[config.mk]
export PLATFORM = sky130hd
export DESIGN_NAME = dpc_top
export DESIGN_NICKNAME = d
export VERILOG_FILES = /design/src/core/dpc_pkg.sv /design/src/core/dpc_top.sv /design/src/core/dpc_sync.sv /design/src/core/dpc_corr.sv
export VERILOG_INCLUDE_DIRS = /design/src /design/src/core
export SDC_FILE = /design/constraint.sdc
export NUM_CORES = 1
export LEC_CHECK = 0
export BUFFER_PORTS_ARGS = -buffer_cell sky130_fd_sc_hd__buf_2
export CORE_MARGIN = 5
export CORE_UTILIZATION = 25
export CTS_BUF_LIST = sky130_fd_sc_hd__clkbuf_8
export DETAILED_ROUTE_END_ITERATION = 8
export SLEW_MARGIN = 15
export SYNTH_ARGS = -nofsm -noshare
export SYNTH_HDL_FRONTEND = slang
export SYNTH_SLANG_ARGS = --single-unit
[constraint.sdc]
create_clock -name REF_CLK_IN -period 7.5 [get_ports REF_CLK_IN]
set_clock_uncertainty 0.1 [all_clocks]
set_input_delay 1.5 -clock REF_CLK_IN [delete_from_list [all_inputs] [get_ports REF_CLK_IN]]
set_output_delay 1.5 -clock REF_CLK_IN [all_outputs]
set_load 0.005 [all_outputs]
[src/core/dpc_consts.svh]
/*
  Constants for the DAC pin control logic: widths, monitor select codes,
  register offsets, reset values and correction timing.
  Assumes inclusion by bare name from the package and modules.
*/
`ifndef DPC_CONSTS_SVH
`define DPC_CONSTS_SVH

// Data and channel geometry
`define DPC_DATA_W 12
`define DPC_CH_N 8
`define DPC_GRP_N 4
`define DPC_CH_W 3
`define DPC_ADDR_W 4

// Register offsets
`define DPC_OFF_DATA0 4'h0
`define DPC_OFF_CMD 4'h8
`define DPC_OFF_MON 4'h9
`define DPC_OFF_STAT 4'ha
`define DPC_OFF_LATCH0 4'hb

// Monitor select field (bit 4 enables, 3..0 source)
`define DPC_MON_W 5
`define DPC_MON_EN_BIT 4
`define DPC_MON_RST 5'h00
`define DPC_MON_SRC_REFA 4'h8
`define DPC_MON_SRC_REFB 4'h9
`define DPC_MON_SRC_OFSA 4'ha
`define DPC_MON_SRC_OFSB 4'hb

// Command word: bit 0 starts a correction run
`define DPC_CMD_START_BIT 0

// Correction run time, ns, and its cycle count at 40 MHz (25 ns)
`define DPC_CORR_TIME_NS 1000
`define DPC_CLK_NS 25
`define DPC_CORR_CYC ((`DPC_CORR_TIME_NS + `DPC_CLK_NS - 1) / `DPC_CLK_NS)
`define DPC_CNT_W 8

`endif

[src/core/dpc_pkg.sv]
/*
  Types for the DAC pin control logic.
  Assumes the constants header is on the include path.
*/
package dpc_pkg;
  `include "dpc_consts.svh"

  typedef logic [`DPC_DATA_W-1:0] dpc_word_t;

  // Monitor route as seen by the analog mux
  typedef struct packed {
    logic hi_z;
    logic [3:0] src;
  } dpc_mon_t;

  typedef enum logic [0:0] {
    DPC_IDLE = 1'b0,
    DPC_RUN = 1'b1
  } dpc_corr_state_t;
endpackage : dpc_pkg

[src/core/dpc_top.sv]
/*
  Pin control logic of an octal DAC: data coding, busy flag, clear,
  load latch, monitor routing and channel grouping.
  Assumes straps and control pins are asynchronous and are synchronised
  here; registers sit on a plain one-cycle port on REF_CLK.
*/
// Operation
// RL1: Channel data words are straight binary with the format strap low, two's complement high.
// RL2: Command words are always decoded as straight binary.
// RL3: The open-drain busy pin is pulled low while the correction engine runs.
// RL4: While clear is low every output is switched to its group analog ground.
// RL5: With clear high and load latch low all outputs reconnect to their amplifiers.
// RL6: The monitor is high impedance or routes a channel, reference or offset output.
// RL7: Channels 0 to 3 form group A and 4 to 7 group B, each with its own ground.
// RL8: While load latch is low each output latch is transparent to its data register.
`timescale 1ns/10ps
`include "dpc_consts.svh"
module dpc_top
  import dpc_pkg::*;
(
  // Clock and reset
  input wire logic REF_CLK_IN,
  input wire logic RST_IN,
  // Pins
  input wire logic DATA_FORMAT_SELECT_IN,
  input wire logic OUTPUT_CLEAR_N_IN,
  input wire logic LOAD_LATCH_N_IN,
  output logic BUSY_N_OUT,
  output logic BUSY_N_OE_N_OUT,
  // Register port
  input wire logic [`DPC_ADDR_W-1:0] ADDR_IN,
  input wire logic [`DPC_DATA_W-1:0] WDATA_IN,
  input wire logic WR_IN,
  input wire logic RD_IN,
  output logic [`DPC_DATA_W-1:0] RDATA_OUT,
  // Analog control
  output logic [`DPC_CH_N*`DPC_DATA_W-1:0] CH_CODE_OUT,
  output logic [`DPC_CH_N-1:0] CH_TO_AMP_OUT,
  output logic [`DPC_CH_N-1:0] CH_TO_GND_OUT,
  output logic [1:0] GROUP_GND_USE_OUT,
  output logic MON_HI_Z_OUT,
  output logic [3:0] MON_SRC_OUT
);
  typedef struct packed {
    logic [`DPC_CH_N-1:0][`DPC_DATA_W-1:0] data;
    logic [`DPC_CH_N-1:0][`DPC_DATA_W-1:0] latch;
    logic [`DPC_MON_W-1:0] mon;
    logic [`DPC_DATA_W-1:0] rdata;
    logic start;
    logic to_amp;
    logic [`DPC_CH_N-1:0] to_gnd;
  } dpc_top_st_t;

  dpc_top_st_t st;
  dpc_top_st_t next_st;
  logic [2:0] pins;
  logic fmt;
  logic clr_n;
  logic ld_n;
  logic busy;
  logic is_data;
  logic [`DPC_CH_W-1:0] sel;

  // Pin synchronisers
  dpc_sync #(.W(3)) u_sync (
    .clk_in(REF_CLK_IN),
    .rst_in(RST_IN),
    .async_in({DATA_FORMAT_SELECT_IN, OUTPUT_CLEAR_N_IN, LOAD_LATCH_N_IN}),
    .sync_out(pins)
  );
  assign fmt = pins[2];
  assign clr_n = pins[1];
  assign ld_n = pins[0];

  // Correction engine
  dpc_corr u_corr (
    .clk_in(REF_CLK_IN),
    .rst_in(RST_IN),
    .start_in(st.start),
    .busy_out(busy)
  );

  assign is_data = (ADDR_IN < `DPC_OFF_CMD);
  assign sel = ADDR_IN[`DPC_CH_W-1:0];

  // Register writes, latches, clear and read path
  always_comb
  begin
    next_st = st;
    next_st.start = 1'b0;
    next_st.rdata = '0;
    if (WR_IN)
    begin
      if (is_data)
        // Two's complement becomes offset binary by flipping the MSB
        next_st.data[sel] = fmt ? {~WDATA_IN[`DPC_DATA_W-1], WDATA_IN[`DPC_DATA_W-2:0]}
                                : WDATA_IN; // RL1
      else if (ADDR_IN == `DPC_OFF_CMD)
        next_st.start = WDATA_IN[`DPC_CMD_START_BIT]; // RL2
      else if (ADDR_IN == `DPC_OFF_MON)
        next_st.mon = WDATA_IN[`DPC_MON_W-1:0]; // RL2
    end
    // Transparent output latches
    if (!ld_n)
      next_st.latch = next_st.data; // RL8
    // Ground switch level follows clear
    next_st.to_gnd = {`DPC_CH_N{~clr_n}}; // RL4
    if (!clr_n)
      next_st.to_amp = 1'b0;
    else if (!ld_n)
      next_st.to_amp = 1'b1; // RL5
    if (RD_IN)
    begin
      if (is_data)
        next_st.rdata = st.data[sel];
      else if (ADDR_IN == `DPC_OFF_MON)
        next_st.rdata = `DPC_DATA_W'(st.mon);
      else if (ADDR_IN == `DPC_OFF_STAT)
        next_st.rdata = `DPC_DATA_W'({busy, fmt, clr_n, ld_n});
      else if (ADDR_IN >= `DPC_OFF_LATCH0)
        next_st.rdata = st.latch[`DPC_CH_W'(ADDR_IN - `DPC_OFF_LATCH0)];
    end
  end

  always_ff @(posedge REF_CLK_IN or posedge RST_IN)
  begin
    if (RST_IN)
    begin
      st <= '0;
      st.mon <= `DPC_MON_RST;
    end
    else
      st <= next_st;
  end

  // Channel outputs and group grounds
  genvar g;
  generate
    for (g = 0; g < `DPC_CH_N; g++)
    begin : g_ch
      assign CH_CODE_OUT[g*`DPC_DATA_W +: `DPC_DATA_W] = st.latch[g];
      assign CH_TO_GND_OUT[g] = st.to_gnd[g]; // RL4
      assign CH_TO_AMP_OUT[g] = st.to_amp & ~st.to_gnd[g]; // RL5
    end
  endgenerate
  // Group A is channels 0..3, group B 4..7
  assign GROUP_GND_USE_OUT = {|st.to_gnd[`DPC_CH_N-1:`DPC_GRP_N],
                              |st.to_gnd[`DPC_GRP_N-1:0]}; // RL7

  // Monitor mux control
  assign MON_HI_Z_OUT = ~st.mon[`DPC_MON_EN_BIT]; // RL6
  assign MON_SRC_OUT = st.mon[3:0]; // RL6

  // Open drain busy: drive low while running
  assign BUSY_N_OUT = 1'b0;
  assign BUSY_N_OE_N_OUT = ~busy; // RL3

  assign RDATA_OUT = st.rdata;
endmodule : dpc_top

[src/core/dpc_sync.sv]
/*
  Two flip-flop synchroniser for a group of pin levels.
  Assumes the pins are asynchronous to REF_CLK.
*/
`timescale 1ns/10ps
module dpc_sync
  import dpc_pkg::*;
#(
  parameter int W = 3
)
(
  // Clock and reset
  input wire logic clk_in,
  input wire logic rst_in,
  // Levels
  input wire logic [W-1:0] async_in,
  output logic [W-1:0] sync_out
);
  typedef struct packed {
    logic [W-1:0] s1;
    logic [W-1:0] s2;
  } dpc_sync_st_t;

  dpc_sync_st_t st;
  dpc_sync_st_t next_st;

  // Shift stages
  always_comb
  begin
    next_st.s1 = async_in;
    next_st.s2 = st.s1;
  end

  // Register stages
  always_ff @(posedge clk_in or posedge rst_in)
  begin
    if (rst_in)
      st <= '0;
    else
      st <= next_st;
  end

  assign sync_out = st.s2;
endmodule : dpc_sync

[src/core/dpc_corr.sv]
/*
  Correction engine timer: runs a fixed number of cycles per start.
  Assumes start is a single-cycle pulse from the same clock.
*/
`timescale 1ns/10ps
`include "dpc_consts.svh"
module dpc_corr
  import dpc_pkg::*;
#(
  parameter int RUN_CYC = `DPC_CORR_CYC
)
(
  // Clock and reset
  input wire logic clk_in,
  input wire logic rst_in,
  // Control
  input wire logic start_in,
  output logic busy_out
);
  typedef struct packed {
    dpc_corr_state_t state;
    logic [`DPC_CNT_W-1:0] cnt;
  } dpc_corr_st_t;

  dpc_corr_st_t st;
  dpc_corr_st_t next_st;

  // Run for RUN_CYC cycles after a start
  always_comb
  begin
    next_st = st;
    unique case (st.state)
      DPC_IDLE:
      begin
        if (start_in)
        begin
          next_st.state = DPC_RUN;
          next_st.cnt = `DPC_CNT_W'(RUN_CYC - 1);
        end
      end
      DPC_RUN:
      begin
        if (st.cnt == '0)
          next_st.state = DPC_IDLE;
        else
          next_st.cnt = st.cnt - `DPC_CNT_W'(1);
      end
    endcase
  end

  always_ff @(posedge clk_in or posedge rst_in)
  begin
    if (rst_in)
      st <= '{state: DPC_IDLE, cnt: '0};
    else
      st <= next_st;
  end

  assign busy_out = (st.state == DPC_RUN);
endmodule : dpc_corr

## Yosys cells after proc, flatten, opt, wreduce, memory -nomap -nowiden

Cells that the tools add are included.

- Bitwise gates (word level): 22
- $add $sub $neg: 2
- Magnitude comparators: 5
- Equal/unequal tests: 6
- Mux-type cells: 24
- Reduce and logical (&&, ||, !) cells: 6

Operator list:

| cell | count |
|---|---|
| two-way mux 96 bit | 2 |
| two-way mux 12 bit | 9 |
| bitwise mux 96 bit | 1 |
| binary-select mux 12 bit (select 3 bit) | 2 |
| demux 12 bit (select 3 bit) | 1 |
| one-hot mux 9 bit (2 select lines) | 1 |
| NOT 1 bit | 14 |
| == test 4 bit, second input constant | 3 |
| two-way mux 9 bit | 1 |
| AND 1 bit | 8 |
| logical NOT 8 bit | 1 |
| < comparator 3 x 4 -> 1 bit, second input constant | 2 |
| two-way mux 8 bit | 1 |
| OR reduction 4 bit | 2 |
| subtractor 8 x 1 -> 8 bit, second input constant | 1 |
| two-way mux 1 bit | 6 |
| greater-or-equal comparator 4 bit, second input constant | 1 |
| < comparator 4 bit, second input constant | 1 |
| != test 2 bit, second input constant | 2 |
| AND reduction 4 bit | 1 |
| greater-or-equal comparator 3 x 1 -> 1 bit, second input constant | 1 |
| subtractor 3 x 2 -> 3 bit, second input constant | 1 |
| != test 2 x 1 -> 1 bit, second input constant | 1 |
| AND reduction 2 bit | 1 |
| logical AND 1 bit | 1 |

- Input port bits: 23
- Logic and storage cells: 90
- Register bits: 227

## Longest topological paths before layout

- Word-level depth: 8
- Depth in mapped cells: 11
- Depth with buffers taken out: 6

## By module

A second synthesis with hierarchy kept.

- Cells, all modules: 839
- Area total of the unflattened synthesis: 11257.0 µm²

By module, submodules not included:

| module | cells each | area each (µm²) | seq. area each (µm²) | times used |
|---|---|---|---|---|
| dpc_top | 781 | 10573.9 | 5305.1 | 1 |
| dpc_corr | 51 | 529.3 | 225.2 | 1 |
| dpc_sync | 7 | 153.9 | 150.1 | 1 |

## Least setup slack after synthesis

Ideal clock, no wire load.

- Path type: input port to flip-flop
- Start point: input port ADDR_IN[0]
- End point: register st (netlist bit RDATA_OUT[3])
- Stages: 11
- Path buffers: 6
- Data required time: 7262 ps
- Library setup time: 138 ps
- Setup slack: 3643 ps
- Arrival: 3619 ps
- Cells stage by stage: buf_4 > buf_2 > buf_2 > inv_1 > ha_1 > buf_2 > buf_2 > buf_2 > mux4_2 > a22oi_1 > o211ai_1

RTL lines:

| item | RTL line | text |
|---|---|---|
| start, declared | dpc_top.sv:31 | `` input wire logic [`DPC_ADDR_W-1:0] ADDR_IN, `` |
| end signal, assigned | dpc_top.sv:133 | `st <= next_st;` |
| end, declared | dpc_top.sv:54 | `dpc_top_st_t st;` |

==> results summary <==
The flow ran to the end, and the final reports show no timing, DRC or antenna violations. The total overflow left after global routing is 0. The final critical-path required period came out at 4350 ps. In this run the biggest area consumer among cell types represents around half of the synthesized area. The die outline height came out at 222 µm.

Counting the fill cells in the layout gives 4493. After the flow finishes, the layout carries non-filler instances totaling 1455. The root buffer cell chosen for the clock tree is sky130_fd_sc_hd__clkbuf_8. In this run the critical register-to-register path is captured at CH_CODE_OUT[6]$_DFFE_PP0N_. Along the worst hold path, the cell count comes to 0. The family with the most delay on the worst path is buffers and inverters.

The library cell used most frequently in the layout, excluding fill and tap cells, is sky130_fd_sc_hd__dfrtp_1. STA puts the critical path data required time at 7760 ps. The region available for standard cell placement spans 0.0444 mm². Walking the worst path, the cells encountered are buf_2 > inv_2 > ha_1 > buf_4 > mux4_2 > mux2i_1 > o22ai_1. Including well taps, the total number of placed cells is ~1400.

The post-synthesis net count came out at ~830. For hold timing, the worst endpoint is u_sync.sync_out[2]$_DFF_PP0_. The setup slack at placement came out at about 2500 ps. Data on the critical path arrives at its endpoint at 4620 ps.

STA classifies the critical path startpoint as a primary input. The slew at the pin closest to its max-slew limit came out at 1070 ps. In the layout the commonest cells are sky130_fd_sc_hd__dfrtp_1, sky130_fd_sc_hd__mux2_2, sky130_fd_sc_hd__buf_2. The number of nets in the layout came out at 862. The number of warning messages in the yosys log is 0.

For the final routed database, the setup TNS stands at 0 ps. The launch point of the worst reg-to-reg path is u_sync.sync_out[0]$_DFF_PP0_. The level count of the clock H-tree is 2. In this run, synthesis inferred 0 flip-flops with an integrated enable.

The cell area after placement is 0.0117 mm². The combined area of all synthesized cells is 0.0113 mm². On the critical path, the stage with the largest delay is an instance of sky130_fd_sc_hd__ha_1. The post-detailed-route wirelength per cell is 21.0 µm. The number of unique standard cell types used by synthesis is 54.

The register-to-register path setup slack is between 5000 and 6000 ps. The wire length reported by the detailed router is 30600 µm. Once detailed placement completed, the half-perimeter wirelength came to between 20000 and 25000 µm. The total count of hold-check failures in the final report is 0.

The maximum number of buffers from clock root to sink is 3. The analysis attributes to cell leakage a power of 5.62 nW. TritonCTS built the clock tree.

The largest stage delay on the critical path is 1090 ps. The weighted congestion reported at the end of routability-driven placement is 0.747. Among all flip-flop cells after synthesis, the most frequent one is sky130_fd_sc_hd__dfrtp_1. The number of buffers created by CTS is 39. The sequential share of the synthesized area came out at 50.4%. The die covers 0.0494 mm². The post-detailed-route via-to-cell ratio is 4.43.

The critical setup path kind is primary input to flop. The effective utilization at floorplan came out at 25.4%. Of all nets on the critical path, the largest fanout is 19. The maximum vdd drop is 90.7 µV. The kind of path behind the tightest hold check is flop to flop. The length in cells of the worst reg-to-reg path is 2. The number of hold buffers added after CTS was 0. For this run, asynchronously set or reset flops after synthesis account for 100%. The post-CTS clock slew at the launch and capture registers of the worst setup and hold paths is around 60 ps. The number of antenna violations at the first check in global routing is 6.

The maximum clock frequency is 230 MHz. The clock latency of the later-clocked register in the worst-skew pair came out at 540 ps. By area the synthesized netlist is led by sky130_fd_sc_hd__dfrtp_1, sky130_fd_sc_hd__mux2_2, sky130_fd_sc_hd__mux4_2. The floorplan has 77 rows. The number of global-route vias before repair is 6922. The final critical-path setup slack is 3150 ps. The area of all placed cells without fillers came out at 0.0125 mm². The worst slew margin relative to its limit came out at 28.8%. The power density over cell area is 306 mW/mm².

The number of post-CTS setup repair buffers came out at 0. Max-cap violations in this run came to 0. Compared with the post-synthesis result, the final layout area differs by 10.7%. The total number of cells along the worst setup path came out at 7. The count of vias placed by the detailed router is 6439. In this run the remaining antenna-violating nets after routing total 0. The start point of the worst min-delay path is u_sync.next_st[2]$_DFF_PP0_. The top cell type by total area after synthesis is sky130_fd_sc_hd__dfrtp_1. Setup repair after global routing left no endpoint under its margin.

Dividing the synthesized area by the synthesized cell count gives 14.1 µm². The worst setup path is captured at a flop. CTS saw 227 sinks. The final critical-path share of the clock period came out at 58.1%. The quantity of gates resized following cts is 0. The DRC violation count after routing is 0.

Entering global routing, the biggest net connects 166 pins. Input and output buffers added on the ports amount to 154. The iteration count of the initial detailed-routing pass is 4. The final-report setup violation count came out at 0. The synthesis-stage register bit count came out at 227. The post-route netlist has roughly 54% of its cells at a drive strength greater than 1. The total buffers and inverters traversed by the critical path is 3. The die boundary width is ~220 µm. The first global-routing pass estimated 45900 µm of wire. The number of standard cells after synthesis came out at about 800. Global routing consumed, over all layers together, 12.2% of the routing resources. During I/O placement, the number of pins put on the boundary was approximately 160. For this block, the initial DRC count from the detailed router was approximately 350. The count of final max-slew check failures is 0.
[area by class of cell]
class,instances,area [µm²],area share [%]
diodes,3,7.51,0.0602
multi-input cells,393,4360,34.9
inverters,11,45.0,0.361
repair buffers,162,846,6.78
clock inverters,17,103,0.823
well taps,592,741,5.94
flip-flops and latches,227,5680,45.6
clock buffers,50,688,5.52
[sequential cells by signal (all words and copies together) (netlist names)]
signal / count
st: 99
CH_TO_GND_OUT: 1
u_sync.sync_out: 3
u_corr.busy_out: 1
u_sync.next_st: 3
MON_SRC_OUT: 4
RDATA_OUT: 12
u_corr.st: 8
CH_CODE_OUT: 96
[metrics by stage]
stage               util, %  power, mW  hold WS (ps)
CTS                    28.1       3.89           252
finish                 28.1       3.82           250
floorplan                 -       2.52           231
global placement       26.3       2.71           234
global route           28.1       4.05           253
detailed placement     26.3       2.73           235
[worst reg2reg max path, delay by kind of cell (launching register included)]
kind | cells | cell delay, ps
buffers and inverters | 1 | 830
DFF | 1 | 770
muxes | 1 | 480
[synthesized netlist by cell type, types with 2 or more instances]
master	instances
sky130_fd_sc_hd__nor3_1	3
sky130_fd_sc_hd__o31ai_1	8
sky130_fd_sc_hd__a21oi_1	4
sky130_fd_sc_hd__nor4_4	2
sky130_fd_sc_hd__and2_1	2
sky130_fd_sc_hd__nand2b_1	3
sky130_fd_sc_hd__ha_1	5
sky130_fd_sc_hd__mux2_2	161
sky130_fd_sc_hd__nor2b_1	3
sky130_fd_sc_hd__a22oi_1	4
sky130_fd_sc_hd__a22o_1	3
sky130_fd_sc_hd__clkbuf_1	14
sky130_fd_sc_hd__o211ai_1	4
sky130_fd_sc_hd__buf_2	12
sky130_fd_sc_hd__o22ai_1	7
sky130_fd_sc_hd__nand3_1	5
sky130_fd_sc_hd__o21ai_0	10
sky130_fd_sc_hd__nor3_2	3
sky130_fd_sc_hd__dfrtp_1	227
sky130_fd_sc_hd__nor2_1	22
sky130_fd_sc_hd__nand2_1	26
sky130_fd_sc_hd__mux4_2	48
sky130_fd_sc_hd__buf_4	140
sky130_fd_sc_hd__buf_6	4
sky130_fd_sc_hd__mux2_4	18
sky130_fd_sc_hd__inv_1	10
sky130_fd_sc_hd__mux2i_1	22
sky130_fd_sc_hd__nor4_1	3
sky130_fd_sc_hd__mux2_1	2
sky130_fd_sc_hd__xnor2_1	2
[power breakdown]
part / internal, mW / switching, mW
clock: 0.632 / 0.500
sequential: 1.53 / 0.230
combinational: 0.516 / 0.413
[how the worst max path moves through the flow]
stage / from / to / slack [ps]
global route: ADDR_IN[0] / RDATA_OUT[7]$_DFF_PP0_ / 2960
CTS: ADDR_IN[0] / RDATA_OUT[8]$_DFF_PP0_ / 3080
finish: ADDR_IN[1] / RDATA_OUT[8]$_DFF_PP0_ / 3150
floorplan: RST_IN / CH_CODE_OUT[0]$_DFFE_PP0N_ / 2930
detailed placement: ADDR_IN[0] / RDATA_OUT[8]$_DFF_PP0_ / 2490
global placement: ADDR_IN[1] / RDATA_OUT[7]$_DFF_PP0_ / 2550
[routing by layer]
layer / part of all wire (%) / track usage, %
met1: 40 / 15.1
met2: 47 / 19.4
met3: 11 / 5.33
met4: 2.1 / 3.42
met5: 0.12 / 0
[kinds of logic after synthesis]
group / share of synthesized area, %
mux: 30.2
flops: 50.4
buf+inv: 11.1
simple gates: 4.27
compound gates: 3.02
fa+ha+maj: 0.555
xor+xnor: 0.378
other cells: 0.0333
Note: power is estimated with default switching activity, not from simulation.
